==> src/inc/adc_trig_defines.vh <==
// Constants for the timer-triggered converter sequencer: register map,
// field positions, reset values and timing counts.
// Assumes inclusion by bare name from the rtl files.
`ifndef ADC_TRIG_DEFINES_VH
`define ADC_TRIG_DEFINES_VH

// ------------------------------------------------------------
// Register word offsets (byte addresses, word aligned)
// ------------------------------------------------------------
`define OFS_CONV_MODE_CTRL0 8'h00
`define OFS_CONV_MODE_CTRL2 8'h04
`define OFS_CHAN_SELECT 8'h08
`define OFS_CMP_FUNC_MODE 8'h0C
`define OFS_CMP_FUNC_THRESHOLD 8'h10
`define OFS_STATUS 8'h14
`define OFS_IRQ_STATUS 8'h18
`define OFS_IRQ_MASK 8'h1C
`define OFS_RESULT_BASE 8'h40
`define OFS_RESULT_LAST 8'h6C

// ------------------------------------------------------------
// Field positions in conv_mode_ctrl0
// ------------------------------------------------------------
`define BIT_CONV_ENABLE 7
`define BIT_OP_MODE_HI 5
`define BIT_OP_MODE_LO 4
`define BIT_HIGH_SPEED 0

// Field positions in conv_mode_ctrl2
`define BIT_TRIG_SRC_SEL_HI 1
`define BIT_TRIG_SRC_SEL_LO 0
`define BIT_TIMER_MODE 4

// Status register bits
`define BIT_STAT_BUSY 0
`define BIT_STAT_STABLE 1

// Interrupt status bits
`define IRQ_CONV_END 0
`define IRQ_ABORT 1
`define IRQ_RESTART 2

// ------------------------------------------------------------
// Reset values and sizes
// ------------------------------------------------------------
`define RST_CTRL 8'h00
`define RST_RESULT 10'h000
`define NUM_CHAN 12
`define RESULT_W 10

// ------------------------------------------------------------
// Timing: 250 MHz clock, 4 ns period
// ------------------------------------------------------------
`define CLK_PERIOD_NS 4
`define STAB_TIME_NS 1000
`define STAB_CYCLES ((`STAB_TIME_NS + `CLK_PERIOD_NS - 1) / `CLK_PERIOD_NS)
`define CONV_TIME_NS 200
`define CONV_CYCLES ((`CONV_TIME_NS + `CLK_PERIOD_NS - 1) / `CLK_PERIOD_NS)

`endif

==> src/rtl/adc_timer_trigger_sequencer.v <==
// Timer-triggered converter sequencer with Avalon-MM register slave.
// Assumes one 250 MHz clock, timer matches and converter data synchronous
// to it, and an Avalon-MM master that honours waitrequest.
//
// Chosen here: the address map and the Avalon-MM interface to the registers.
`timescale 1ns/1ps
`default_nettype none
`include "adc_trig_defines.vh"
module adc_timer_trigger_sequencer
#(
  parameter CONV_CYCLES = `CONV_CYCLES,
  parameter STAB_CYCLES = `STAB_CYCLES
)
(
  input wire clk,
  input wire resetn,
  input wire [7:0] avs_address,
  input wire avs_read,
  input wire avs_write,
  input wire [31:0] avs_writedata,
  input wire [3:0] avs_byteenable,
  output reg [31:0] avs_readdata,
  output wire avs_waitrequest,
  input wire timer_match_a,
  input wire timer_match_b,
  input wire [`RESULT_W-1:0] adc_sample,
  output reg [3:0] analog_sel,
  output reg sample_hold,
  output reg conv_in_progress,
  output reg conv_end_irq,
  output wire irq
);

  // ------------------------------------------------------------
  // Reset synchroniser
  // ------------------------------------------------------------
  // First and second stage of release
  reg rst_s1_q;
  reg rst_n_q;

  // Async assert, clocked release
  // Only the second stage is read by the rest of the design
  always @(posedge clk or negedge resetn)
  begin
    if (!resetn)
    begin
      rst_s1_q <= 1'b0;
      rst_n_q <= 1'b0;
    end
    else
    begin
      rst_s1_q <= 1'b1;
      rst_n_q <= rst_s1_q;
    end
  end

  // ------------------------------------------------------------
  // Declarations
  // ------------------------------------------------------------
  localparam ST_IDLE = 2'b00;
  localparam ST_STAB = 2'b01;
  localparam ST_WAIT = 2'b10;
  localparam ST_CONV = 2'b11;

  // Control registers
  reg [7:0] mode_ctrl0_q;
  reg [7:0] mode_ctrl2_q;
  reg [3:0] chan_sel_q;
  reg [7:0] cmp_mode_q;
  reg [7:0] cmp_thr_q;
  // Interrupt status and mask
  reg [2:0] irq_stat_q;
  reg [2:0] irq_mask_q;
  // Result store, one word per channel
  reg [`RESULT_W-1:0] result_q [0:`NUM_CHAN-1];
  // Sequencer state and step counter
  reg [1:0] state_q;
  reg [7:0] step_q;
  // Channel latched at conversion start
  reg [3:0] conv_chan_q;
  // Read answered one cycle after request
  reg rd_done_q;

  // Internal events and decoded fields
  wire trig_edge;
  wire stable;
  wire conv_enable;
  wire [1:0] trig_src_sel;
  wire [1:0] op_mode;
  wire wr_ok;
  wire rd_ok;
  wire ctrl_wr;
  wire done;
  wire restart;
  wire abort;

  assign conv_enable = mode_ctrl0_q[`BIT_CONV_ENABLE];
  assign op_mode = {mode_ctrl0_q[`BIT_OP_MODE_HI], mode_ctrl0_q[`BIT_OP_MODE_LO]};
  assign trig_src_sel = {mode_ctrl2_q[`BIT_TRIG_SRC_SEL_HI],
                         mode_ctrl2_q[`BIT_TRIG_SRC_SEL_LO]};

  // ------------------------------------------------------------
  // Address decoding
  // ------------------------------------------------------------
  // True when address hits a control register that aborts conversion
  function is_ctrl;
    input [7:0] a;
    begin
      is_ctrl = (a == `OFS_CONV_MODE_CTRL0) || (a == `OFS_CONV_MODE_CTRL2) ||
                (a == `OFS_CHAN_SELECT) || (a == `OFS_CMP_FUNC_MODE) ||
                (a == `OFS_CMP_FUNC_THRESHOLD);
    end
  endfunction

  // Byte lane 0 must be enabled for any field to change
  // Writes never stall, so a write lands on the edge it is seen
  // Writes complete at once; reads wait one cycle for registered data
  assign wr_ok = avs_write;
  assign rd_ok = avs_read & rd_done_q;
  assign avs_waitrequest = avs_read & ~rd_done_q;
  assign ctrl_wr = wr_ok & avs_byteenable[0] & is_ctrl(avs_address);

  // ------------------------------------------------------------
  // Sub-blocks
  // ------------------------------------------------------------
  // timer match sources
  trig_edge_detect u_edge
  (
    .clk(clk),
    .rst_n(rst_n_q),
    .timer_match_a(timer_match_a),
    .timer_match_b(timer_match_b),
    .trig_src_sel(trig_src_sel),
    .trig_edge(trig_edge)
  );

  // Stabilization wait, rerun on every enable rise
  stab_timer #(.STAB_CYCLES(STAB_CYCLES)) u_stab
  (
    .clk(clk),
    .rst_n(rst_n_q),
    .enable(conv_enable),
    .stable(stable)
  );

  // ------------------------------------------------------------
  // Sequencer events
  // ------------------------------------------------------------
  // Step counter runs 0 to CONV_CYCLES-1 while converting
  // Last step ends the run; a control write in that cycle wins
  assign done = (state_q == ST_CONV) && (step_q == CONV_CYCLES[7:0] - 8'h01) && !ctrl_wr;
  assign restart = (state_q == ST_CONV) && trig_edge && !ctrl_wr;
  // Abort outranks restart, restart outranks the end
  assign abort = (state_q == ST_CONV) && ctrl_wr;

  // ------------------------------------------------------------
  // Sequencer state machine
  // ------------------------------------------------------------
  // IDLE to STAB on enable, STAB to WAIT once stable,
  // WAIT to CONV on an edge, CONV to WAIT on end or abort
  always @(posedge clk or negedge rst_n_q)
  begin
    if (!rst_n_q)
    begin
      state_q <= ST_IDLE;
      step_q <= 8'h00;
      conv_chan_q <= 4'h0;
    end
    else if (!conv_enable)
    begin
      // Disable drops everything, no result stored
      state_q <= ST_IDLE;
      step_q <= 8'h00;
    end
    else
    begin
      case (state_q)
        ST_IDLE:
          state_q <= ST_STAB;
        ST_STAB:
          if (stable)
            state_q <= ST_WAIT;
        ST_WAIT:
          if (trig_edge && !ctrl_wr)
          begin
            conv_chan_q <= chan_sel_q;
            step_q <= 8'h00;
            state_q <= ST_CONV;
          end
        ST_CONV:
          if (abort)
          begin
            state_q <= ST_WAIT;
            step_q <= 8'h00;
          end
          else if (restart)
          begin
            conv_chan_q <= chan_sel_q;
            step_q <= 8'h00;
          end
          else if (done)
          begin
            state_q <= ST_WAIT;
            step_q <= 8'h00;
          end
          else
            step_q <= step_q + 8'h01;
        default:
          state_q <= ST_IDLE;
      endcase
    end
  end

  // ------------------------------------------------------------
  // Converter outputs and busy flag
  // ------------------------------------------------------------
  // busy follows conversion
  always @(posedge clk or negedge rst_n_q)
  begin
    if (!rst_n_q)
    begin
      conv_in_progress <= 1'b0;
      conv_end_irq <= 1'b0;
      analog_sel <= 4'h0;
      sample_hold <= 1'b0;
    end
    else
    begin
      // Next-state view, so the flag rises with the first converting cycle
      conv_in_progress <= conv_enable && ((state_q == ST_WAIT && trig_edge && !ctrl_wr) ||
                          (state_q == ST_CONV && !abort && (!done || restart)));
      conv_end_irq <= conv_enable && done && !restart;
      if (state_q == ST_WAIT || restart)
        analog_sel <= chan_sel_q;
      // Sample pulse follows each clear of the step counter that leaves
      // the sequencer in CONV, so a restart samples the input again
      sample_hold <= conv_enable && (state_q == ST_CONV) && (step_q == 8'h00);
    end
  end

  // ------------------------------------------------------------
  // Result store
  // ------------------------------------------------------------
  // Store only when a run ends cleanly; aborts and restarts
  // leave the old word in place
  // store for all op modes
  genvar gi;
  generate
    for (gi = 0; gi < `NUM_CHAN; gi = gi + 1)
    begin : g_res
      always @(posedge clk or negedge rst_n_q)
      begin
        if (!rst_n_q)
          result_q[gi] <= `RST_RESULT;
        else if (conv_enable && done && !restart && conv_chan_q == gi)
          result_q[gi] <= adc_sample;
      end
    end
  endgenerate

  // ------------------------------------------------------------
  // Register writes and interrupt status
  // ------------------------------------------------------------
  always @(posedge clk or negedge rst_n_q)
  begin
    if (!rst_n_q)
    begin
      mode_ctrl0_q <= `RST_CTRL;
      mode_ctrl2_q <= `RST_CTRL;
      chan_sel_q <= 4'h0;
      cmp_mode_q <= `RST_CTRL;
      cmp_thr_q <= `RST_CTRL;
      irq_mask_q <= 3'h0;
      irq_stat_q <= 3'h0;
      rd_done_q <= 1'b0;
    end
    else
    begin
      rd_done_q <= avs_read & ~rd_done_q;
      if (wr_ok && avs_byteenable[0])
      begin
        // Only the low byte holds fields
        case (avs_address)
          `OFS_CONV_MODE_CTRL0: mode_ctrl0_q <= avs_writedata[7:0];
          `OFS_CONV_MODE_CTRL2: mode_ctrl2_q <= avs_writedata[7:0];
          `OFS_CHAN_SELECT:
            // Out of range channel numbers are ignored
            if (avs_writedata[3:0] < 4'hC)
              chan_sel_q <= avs_writedata[3:0];
          `OFS_CMP_FUNC_MODE: cmp_mode_q <= avs_writedata[7:0];
          `OFS_CMP_FUNC_THRESHOLD: cmp_thr_q <= avs_writedata[7:0];
          `OFS_IRQ_MASK: irq_mask_q <= avs_writedata[2:0];
          default: ;
        endcase
      end
      // Read clears only the bits captured into readdata; an event that
      // lands between capture and clear would otherwise be lost.
      // A new event in the clearing cycle still wins.
      irq_stat_q <= ((rd_ok && avs_address == `OFS_IRQ_STATUS) ?
                     (irq_stat_q & ~avs_readdata[2:0]) : irq_stat_q) |
                    {restart, abort, conv_enable && done && !restart};
    end
  end

  assign irq = |(irq_stat_q & irq_mask_q);

  // ------------------------------------------------------------
  // Read data
  // ------------------------------------------------------------
  // Reads are answered from this register one cycle after request,
  // which keeps the decode out of the bus return path
  // Captured at request so it stands when waitrequest drops
  always @(posedge clk or negedge rst_n_q)
  begin
    if (!rst_n_q)
      avs_readdata <= 32'h00000000;
    else if (avs_read && !rd_done_q)
    begin
      case (avs_address)
        `OFS_CONV_MODE_CTRL0: avs_readdata <= {24'h000000, mode_ctrl0_q};
        `OFS_CONV_MODE_CTRL2: avs_readdata <= {24'h000000, mode_ctrl2_q};
        `OFS_CHAN_SELECT: avs_readdata <= {28'h0000000, chan_sel_q};
        `OFS_CMP_FUNC_MODE: avs_readdata <= {24'h000000, cmp_mode_q};
        `OFS_CMP_FUNC_THRESHOLD: avs_readdata <= {24'h000000, cmp_thr_q};
        `OFS_STATUS: avs_readdata <= {28'h0000000, op_mode, stable, conv_in_progress};
        `OFS_IRQ_STATUS: avs_readdata <= {29'h00000000, irq_stat_q};
        `OFS_IRQ_MASK: avs_readdata <= {29'h00000000, irq_mask_q};
        default:
          // Result words; anything unmapped reads zero
          if (avs_address >= `OFS_RESULT_BASE && avs_address <= `OFS_RESULT_LAST &&
              avs_address[1:0] == 2'b00)
            avs_readdata <= {22'h000000, result_q[avs_address[5:2] - 4'h0]};
          else
            avs_readdata <= 32'h00000000;
      endcase
    end
  end

endmodule
`default_nettype wire

==> src/rtl/stab_timer.v <==
// Stabilization timer: counts once after the enable bit rises.
// Assumes enable is a register level in the clk domain.
`timescale 1ns/1ps
`default_nettype none
`include "adc_trig_defines.vh"
module stab_timer
#(
  parameter STAB_CYCLES = `STAB_CYCLES
)
(
  input wire clk,
  input wire rst_n,
  input wire enable,
  output wire stable
);

  // Enable level of previous cycle
  reg en_prev_q;
  // Remaining stabilization cycles
  reg [15:0] cnt_q;
  // Period has elapsed
  reg done_q;

  // ------------------------------------------------------------
  // Countdown
  // ------------------------------------------------------------
  // load on enable rise
  always @(posedge clk or negedge rst_n)
  begin
    if (!rst_n)
    begin
      en_prev_q <= 1'b0;
      cnt_q <= 16'h0000;
      done_q <= 1'b0;
    end
    else
    begin
      en_prev_q <= enable;
      if (!enable)
      begin
        // Disabled: next enable inserts the wait again
        cnt_q <= 16'h0000;
        done_q <= 1'b0;
      end
      else if (!en_prev_q)
      begin
        cnt_q <= STAB_CYCLES[15:0];
        done_q <= 1'b0;
      end
      else if (cnt_q > 16'h0001)
        cnt_q <= cnt_q - 16'h0001;
      else
        done_q <= 1'b1;
    end
  end

  assign stable = done_q;

endmodule
`default_nettype wire

==> src/rtl/trig_edge_detect.v <==
// Trigger source mux and rising edge detector for the timer matches.
// Assumes timer match inputs are synchronous to clk.
`timescale 1ns/1ps
`default_nettype none
module trig_edge_detect
(
  input wire clk,
  input wire rst_n,
  input wire timer_match_a,
  input wire timer_match_b,
  input wire [1:0] trig_src_sel,
  output wire trig_edge
);

  // Previous sample of the selected request
  reg prev_q;
  // Selected request level
  reg sel_level;

  // ------------------------------------------------------------
  // Source selection
  // ------------------------------------------------------------
  // field picks source
  always @*
  begin
    // Codes 00 and 01 pick match a, 1x picks match b
    if (trig_src_sel[1])
      sel_level = timer_match_b;
    else
      sel_level = timer_match_a;
  end

  // ------------------------------------------------------------
  // Edge detection
  // ------------------------------------------------------------
  // registered previous sample
  always @(posedge clk or negedge rst_n)
  begin
    if (!rst_n)
      prev_q <= 1'b0;
    else
      prev_q <= sel_level;
  end

  assign trig_edge = sel_level & ~prev_q;

endmodule
`default_nettype wire

==> config.mk <==
export PLATFORM = sky130hd
export DESIGN_NAME = adc_timer_trigger_sequencer
export DESIGN_NICKNAME = d
export VERILOG_FILES = /design/src/rtl/adc_timer_trigger_sequencer.v /design/src/rtl/stab_timer.v /design/src/rtl/trig_edge_detect.v
export VERILOG_INCLUDE_DIRS = /design/src /design/src/inc
export SDC_FILE = /design/constraint.sdc
export NUM_CORES = 1
export LEC_CHECK = 0
export BUFFER_PORTS_ARGS = -buffer_cell sky130_fd_sc_hd__buf_2
export CORE_UTILIZATION = 30
export CTS_CLUSTER_DIAMETER = 100
export CTS_CLUSTER_SIZE = 20
export DETAILED_ROUTE_END_ITERATION = 8
export GPL_TIMING_DRIVEN = 0
export PLACE_DENSITY = 0.53
export SYNTH_ARGS = -nofsm -noshare
export SYNTH_HDL_FRONTEND = slang
export SYNTH_SLANG_ARGS = --single-unit
==> constraint.sdc <==
create_clock -name clk -period 7.9 [get_ports clk]
set_input_delay 0.395 -clock clk [delete_from_list [all_inputs] [get_ports clk]]
set_output_delay 0.395 -clock clk [all_outputs]
set_load 0.005 [all_outputs]
* Word-level counts from Yosys, hierarchy flattened *
Cells that the tools add are included.

storage, ports and cells
  bits in registers = 237
  bits of input ports = 60
  output and inout bits = 41

cells by class
  add/sub/neg operators = 2
  $lt $le $gt $ge = 5
  equality and inequality tests = 32
  muxes and demuxes = 30
  bitwise gates (word level) = 12
  reduce and logical (&&, ||, !) cells = 60

operators by type and width
  operator                                                                              number
  10-bit one-hot mux with 8 select lines                                                1
  16-bit two-way mux                                                                    3
  10-bit binary-select mux with 4-bit select                                            1
  8-bit two-way mux                                                                     5
  8-bit by 5-bit == test with 1-bit output (second input constant)                      4
  1-bit logical AND                                                                     32
  10-bit two-way mux                                                                    3
  4-bit by 3-bit == test with 1-bit output (second input constant)                      4
  4-bit == test (second input constant)                                                 4
  8-bit by 4-bit == test with 1-bit output (second input constant)                      2
  16-bit by 1-bit > comparator with 1-bit output (second input constant)                1
  8-bit zero test                                                                       2
  8-bit one-hot mux with 2 select lines                                                 1
  16-bit by 1-bit subtractor with 16-bit output (second input constant)                 1
  2-bit two-way mux                                                                     6
  4-bit two-way mux                                                                     3
  2-bit AND reduction                                                                   6
  3-bit inequality test (second input constant)                                         3
  8-bit by 1-bit adder with 8-bit output (second input constant)                        1
  4-bit by 2-bit == test with 1-bit output (second input constant)                      2
  8-bit by 3-bit == test with 1-bit output (second input constant)                      1
  8-bit by 6-bit == test with 1-bit output (second input constant)                      1
  8-bit by 7-bit greater-or-equal comparator with 1-bit output (second input constant)  1
  8-bit by 7-bit <= comparator with 1-bit output (second input constant)                1
  other kinds (28)                                                                      52

* Depth between registers and ports, before layout *
  word-level depth = 13
  depth in mapped cells = 8

* Modules after synthesis *
Synthesis repeated with hierarchy kept, for this count alone.

second synthesis, totals
  cell total of the unflattened synthesis = 782
  area total of the unflattened synthesis = 10551.4 um2

modules (own cells, without submodules)
  module                       instances  cells each  area each (um2)  seq. area each (um2)
  adc_timer_trigger_sequencer  1          676         9467.8           4904.7
  stab_timer                   1          103         1029.7           450.4
  trig_edge_detect             1          3           53.8             25.0

* Worst setup path before layout *
OpenSTA, ideal clock, no wires.

  path kind = flip-flop to flip-flop
  from = register step_q[3]
  to = register result_q[40] (netlist name)
  setup time = 125 ps
  data arrival time = 1999 ps
  required time = 7775 ps
  setup slack = 5776 ps
  stages on the path, launching flop included = 6
  buffers on the path = 0
  period minus slack after synthesis = 2124 ps
  cells stage by stage = dfrtp_1 > nor4_4 > o211ai_1 > nand2b_4 > nor3_2 > mux2_2

between the ends
  cells in the longest elaborated chain, start to end = 6

ends and longest elaborated chain
  item                                      RTL line                           text
  start, declared                           adc_timer_trigger_sequencer.v:78   reg [7:0] step_q;
  start signal, assigned                    adc_timer_trigger_sequencer.v:207  step_q <= step_q + 8'h01;
  8-bit by 6-bit == test with 1-bit output  adc_timer_trigger_sequencer.v:151  assign done = (state_q == ST_CONV) && (step_q == CONV_CYCLES[7:0] - 8'h01) && !ctrl_wr;
  1-bit logical AND (2 in a row)            adc_timer_trigger_sequencer.v:151
  1-bit logical AND (3 in a row)            adc_timer_trigger_sequencer.v:255  else if (conv_enable && done && !restart && conv_chan_q == gi)
  end signal, assigned by index             adc_timer_trigger_sequencer.v:254  result_q[gi] <= `RST_RESULT;
  end signal, assigned by index             adc_timer_trigger_sequencer.v:256  result_q[gi] <= adc_sample;
  end, declared                             adc_timer_trigger_sequencer.v:75   reg [`RESULT_W-1:0] result_q [0:`NUM_CHAN-1];

No other way between the ends.
A chain may end at the register's enable or synchronous reset.

* Worst setup path after layout *
  from = register step_q[3]
  to = register result_q[47] (netlist name)

Same word-level chain as after synthesis.

==> metrics.md <==
| Metric | Value |
|---|---|
| Outcome | `finished clean` |
| DP HPWL | `17.75 mm` |
| Die W | `186.3 um` |
| Max Cap Viol | `0` |
| Row count | `67` |
| Clock latency on the worst-skew pair | `0.48 ns` |
| Gate power share | `0.067` |
| First-pass GRT wire length | `40.88 mm` |
| Leakage power figure | `0.005500 uW` |
| # diodes | `0` |
| Fin crit period | `2.996 ns` |
| Area of the multi-input gates | `4506 um^2` |
| WP data required | `8.26 ns` |
| Top Ports | `101` |
| Clk buf depth | `3` |
| CTS Root Cell | `clkbuf_16` |
| DRC | `0` |
| Sw Pwr | `467.4 uW` |
| Synthesized area per cell | `13.05 um^2` |
| Nets | `936` |
| Unique masters post-synth | `53` |
| Clock net sink count | `215` |
| CP cell instances | `nor4_4 > o211ai_1 > nand2b_4 > nor3_2 > mux2_2` |
| I/O Buffers | `49` |
| Setup violators final | `0` |
| Vias | `6,633` |
| Largest net degree at the start of global routing | `69` |
| Slowest cell on crit path | `nor3_2` |
| Worst-Margin Slew | `1.390 ns` |
| FILL cells | `3,331` |
| Via-to-Cell Ratio | `5.025` |
| Worst vdd ir | `102.3 uV` |
| Reg power frac | `0.567` |
| Core Footprint | `33,450 um^2` |
| Place WS | `4.865 ns` |
| P per Cell Area | `170.6 nW/um^2` |
| Initial drt markers | `420` |
| Initial core utilization | `0.3048` |
| Max incr delay on CP | `1.11 ns` |
| WP data arrival | `3.36 ns` |
| GRT overflow | `0` |
| Period utilization | `0.3792` |
| Area after DPL | `11,160 um^2` |
| Final Hold Fails | `0` |
| Share of cells above drive strength 1 | `0.3635` |
| Area grow syn2layout | `13.49%` |
| Post-route ant nets | `0` |
| Worst setup margin | `4.904 ns` |
| TritonCTS buffer count | `14` |
| Register area | `5384 um^2` |
| Drt pass-1 iters | `5` |
| Number of synthesis warnings | `0` |
| Post-synth EDFFs | `0` |
| Top cell type's share of synthesized area | `0.5278` |
| Seq/Total Area, Yosys | `0.5278` |
| Synth top area cells | `dfrtp_1 (53%), mux2_2 (19%), mux4_2 (7.3%)` |
| Slew Viols, Final | `0` |
| Worst setup EP type | `register` |
| Max FO, Critical Path | `10` |
| Clock group share of total power | `0.366` |
| Nature of the critical path startpoint | `register` |
| WL per Instance | `19.60 um` |
| Cell taking the most area after synthesis | `dfrtp_1` |
| CTS tree | `yes` |
| Gr usage total | `0.1514` |
| CP Class | `register to register` |
| Fmax | `333.8 MHz` |
| Clock slew at reported path FFs | `0.09 ns` |
| Async S/R FF share, synth | `1.000` |
| H-tree depth | `1` |
| Seq cells post-synth | `215` |
| Vias in the first global route | `6,656` |
| P_int | `1506 uW` |
| Gp weighted congestion | `0.8067` |
| Most used DFF post-synth | `dfrtp_1` |
| Die Span Y | `186.3 um` |
| Synthesized cell area | `10,190 um^2` |
| Design area | `11,570 um^2` |
| Unrepaired setup endpoints after global routing | `no` |
| Clk_skew | `0.01432 ns` |
| Rel. slew slack | `0.06835` |
| Final WL | `25.88 mm` |
| Initial antenna violation count | `0` |
| Synthesized instance count | `781` |
| Sw frac | `0.2368` |
| Die ar. | `34,720 um^2` |
| Hold Path Class | `primary input to register` |
## cells in the final DEF, fill, tap and decap left out, types with 8 or more instances in the layout
cell         n
mux2i_1      8
nand2_1     34
nor3_1      12
dfrtp_1    214
clkbuf_16   15
a22oi_1     10
a21oi_1     20
nor2_1      31
o21ai_0     34
nor2b_1      8
inv_1       17
buf_4       22
buf_2       58
xor2_1       9
conb_1      23
mux2_2     174
nand3_1     12
and3_1      11
clkbuf_1    25
mux4_2      33
## critical path: cells and delay by family, from the launching register on
| kind | cells | cell delay (ns) |
|---|---|---|
| simple gates | 3 | 1.71 |
| flops | 1 | 0.48 |
| mux | 1 | 0.43 |
| compound gates | 1 | 0.26 |
## cell type report
type,count,share of cell area
plain buffers,60,0.02758
repair buffers,53,0.02920
well taps,448,0.04845
clock inverters,1,0.0004326
inverters,18,0.005840
clock buffers,16,0.03364
flip-flops and latches,215,0.4654
multi-input cells,509,0.3895
## final timing paths
check | end | cells after the start | start | slack, ns
max | result_q[47] | 5 | step_q[3] | 4.90
min | result_q[4] | 2 | adc_sample[4] | 0.17
max reg2reg | result_q[47] | 5 | step_q[3] | 4.90
min reg2reg | rst_n_q | 0 | rst_s1_q | 0.36
max in group asynchronous | u_stab.cnt_q[2] | 1 | rst_n_q | 6.75
min in group asynchronous | rst_n_q | 2 | resetn | 0.23
## synth_stat cells, types with 4 or more instances
cell type / n
a22oi_1: 10
xnor2_1: 4
buf_4: 22
nor2_1: 31
dfrtp_1: 215
nand3_1: 12
o211ai_1: 4
nand3b_1: 4
buf_1: 4
nand2_1: 34
clkbuf_1: 25
nor2b_1: 8
ha_1: 5
nor3_2: 4
or3_1: 6
xor2_1: 9
mux2i_1: 8
mux2_2: 174
a21oi_1: 20
o21ai_0: 34
inv_1: 17
a211oi_1: 7
nor4_1: 7
nor3_1: 12
and3_1: 11
o2bb2ai_1: 4
mux4_2: 33
buf_2: 9
nand4_1: 6
## flip-flops by register name (all words and copies together) (netlist names), 2 cells and up
register      cells
conv_chan_q       4
cmp_thr_q         8
mode_ctrl2_q      8
avs_readdata     10
state_q           2
irq_mask_q        3
step_q            8
irq_stat_q        3
result_q        120
cmp_mode_q        8
u_stab.cnt_q     16
mode_ctrl0_q      8
analog_sel        4
chan_sel_q        4
## kinds of logic (layout without fill, tap and decap cells)
family | count (synthesis) | in the layout | synth area share
mux | 215 | 215 | 0.2730
flops | 215 | 215 | 0.5278
simple gates | 155 | 155 | 0.08285
compound gates | 98 | 98 | 0.06039
buf+inv | 78 | 148 | 0.03793
xor+xnor | 13 | 13 | 0.01117
fa+ha+maj | 5 | 5 | 0.006137
other cells | 2 | 23 | 0.0007367
## per-layer routing
metal  GRT usage  share of wire  wire (um)  up-vias
met3     0.02012          0.043       1118       31
met1      0.2161           0.47      12160     3451
met2      0.2427           0.46      12020      154
met4     0.03687          0.022        575        0
met5           0              0          0        -
li1            -              -          -     2997
## power groups by stage
stage / Combinational [uW] / Sequential (uW) / Clock, uW
after floorplan: 72.3 / 1150 / 0
final: 132 / 1120 / 722
after global routing: 147 / 1120 / 786
after detailed placement: 134 / 1140 / 0
after CTS: 135 / 1120 / 749
after global placement: 111 / 1160 / 0
## through the flow
stage	hold slack, ns	setup TNS [ns]	utilization	cells	power (uW)
finish	0.1712	0	0.3459	1320	1974
global route	0.1620	0	0.3459	1320	2056
CTS	0.1593	0	0.3459	1320	2004
detailed placement	0.1842	0	0.3338	1302	1276
global placement	0.1807	-291.62	0.3312	1299	1270
floorplan	0.09941	0	-	802	1222
## what timing repair did
action,CTS,global route
endpoints found under the hold margin,2,0
setup buffers,0,0
hold buffers,1,0
gates resized for setup,0,0
setup endpoints to repair,0,0
Power figures use the tool's default switching activity.
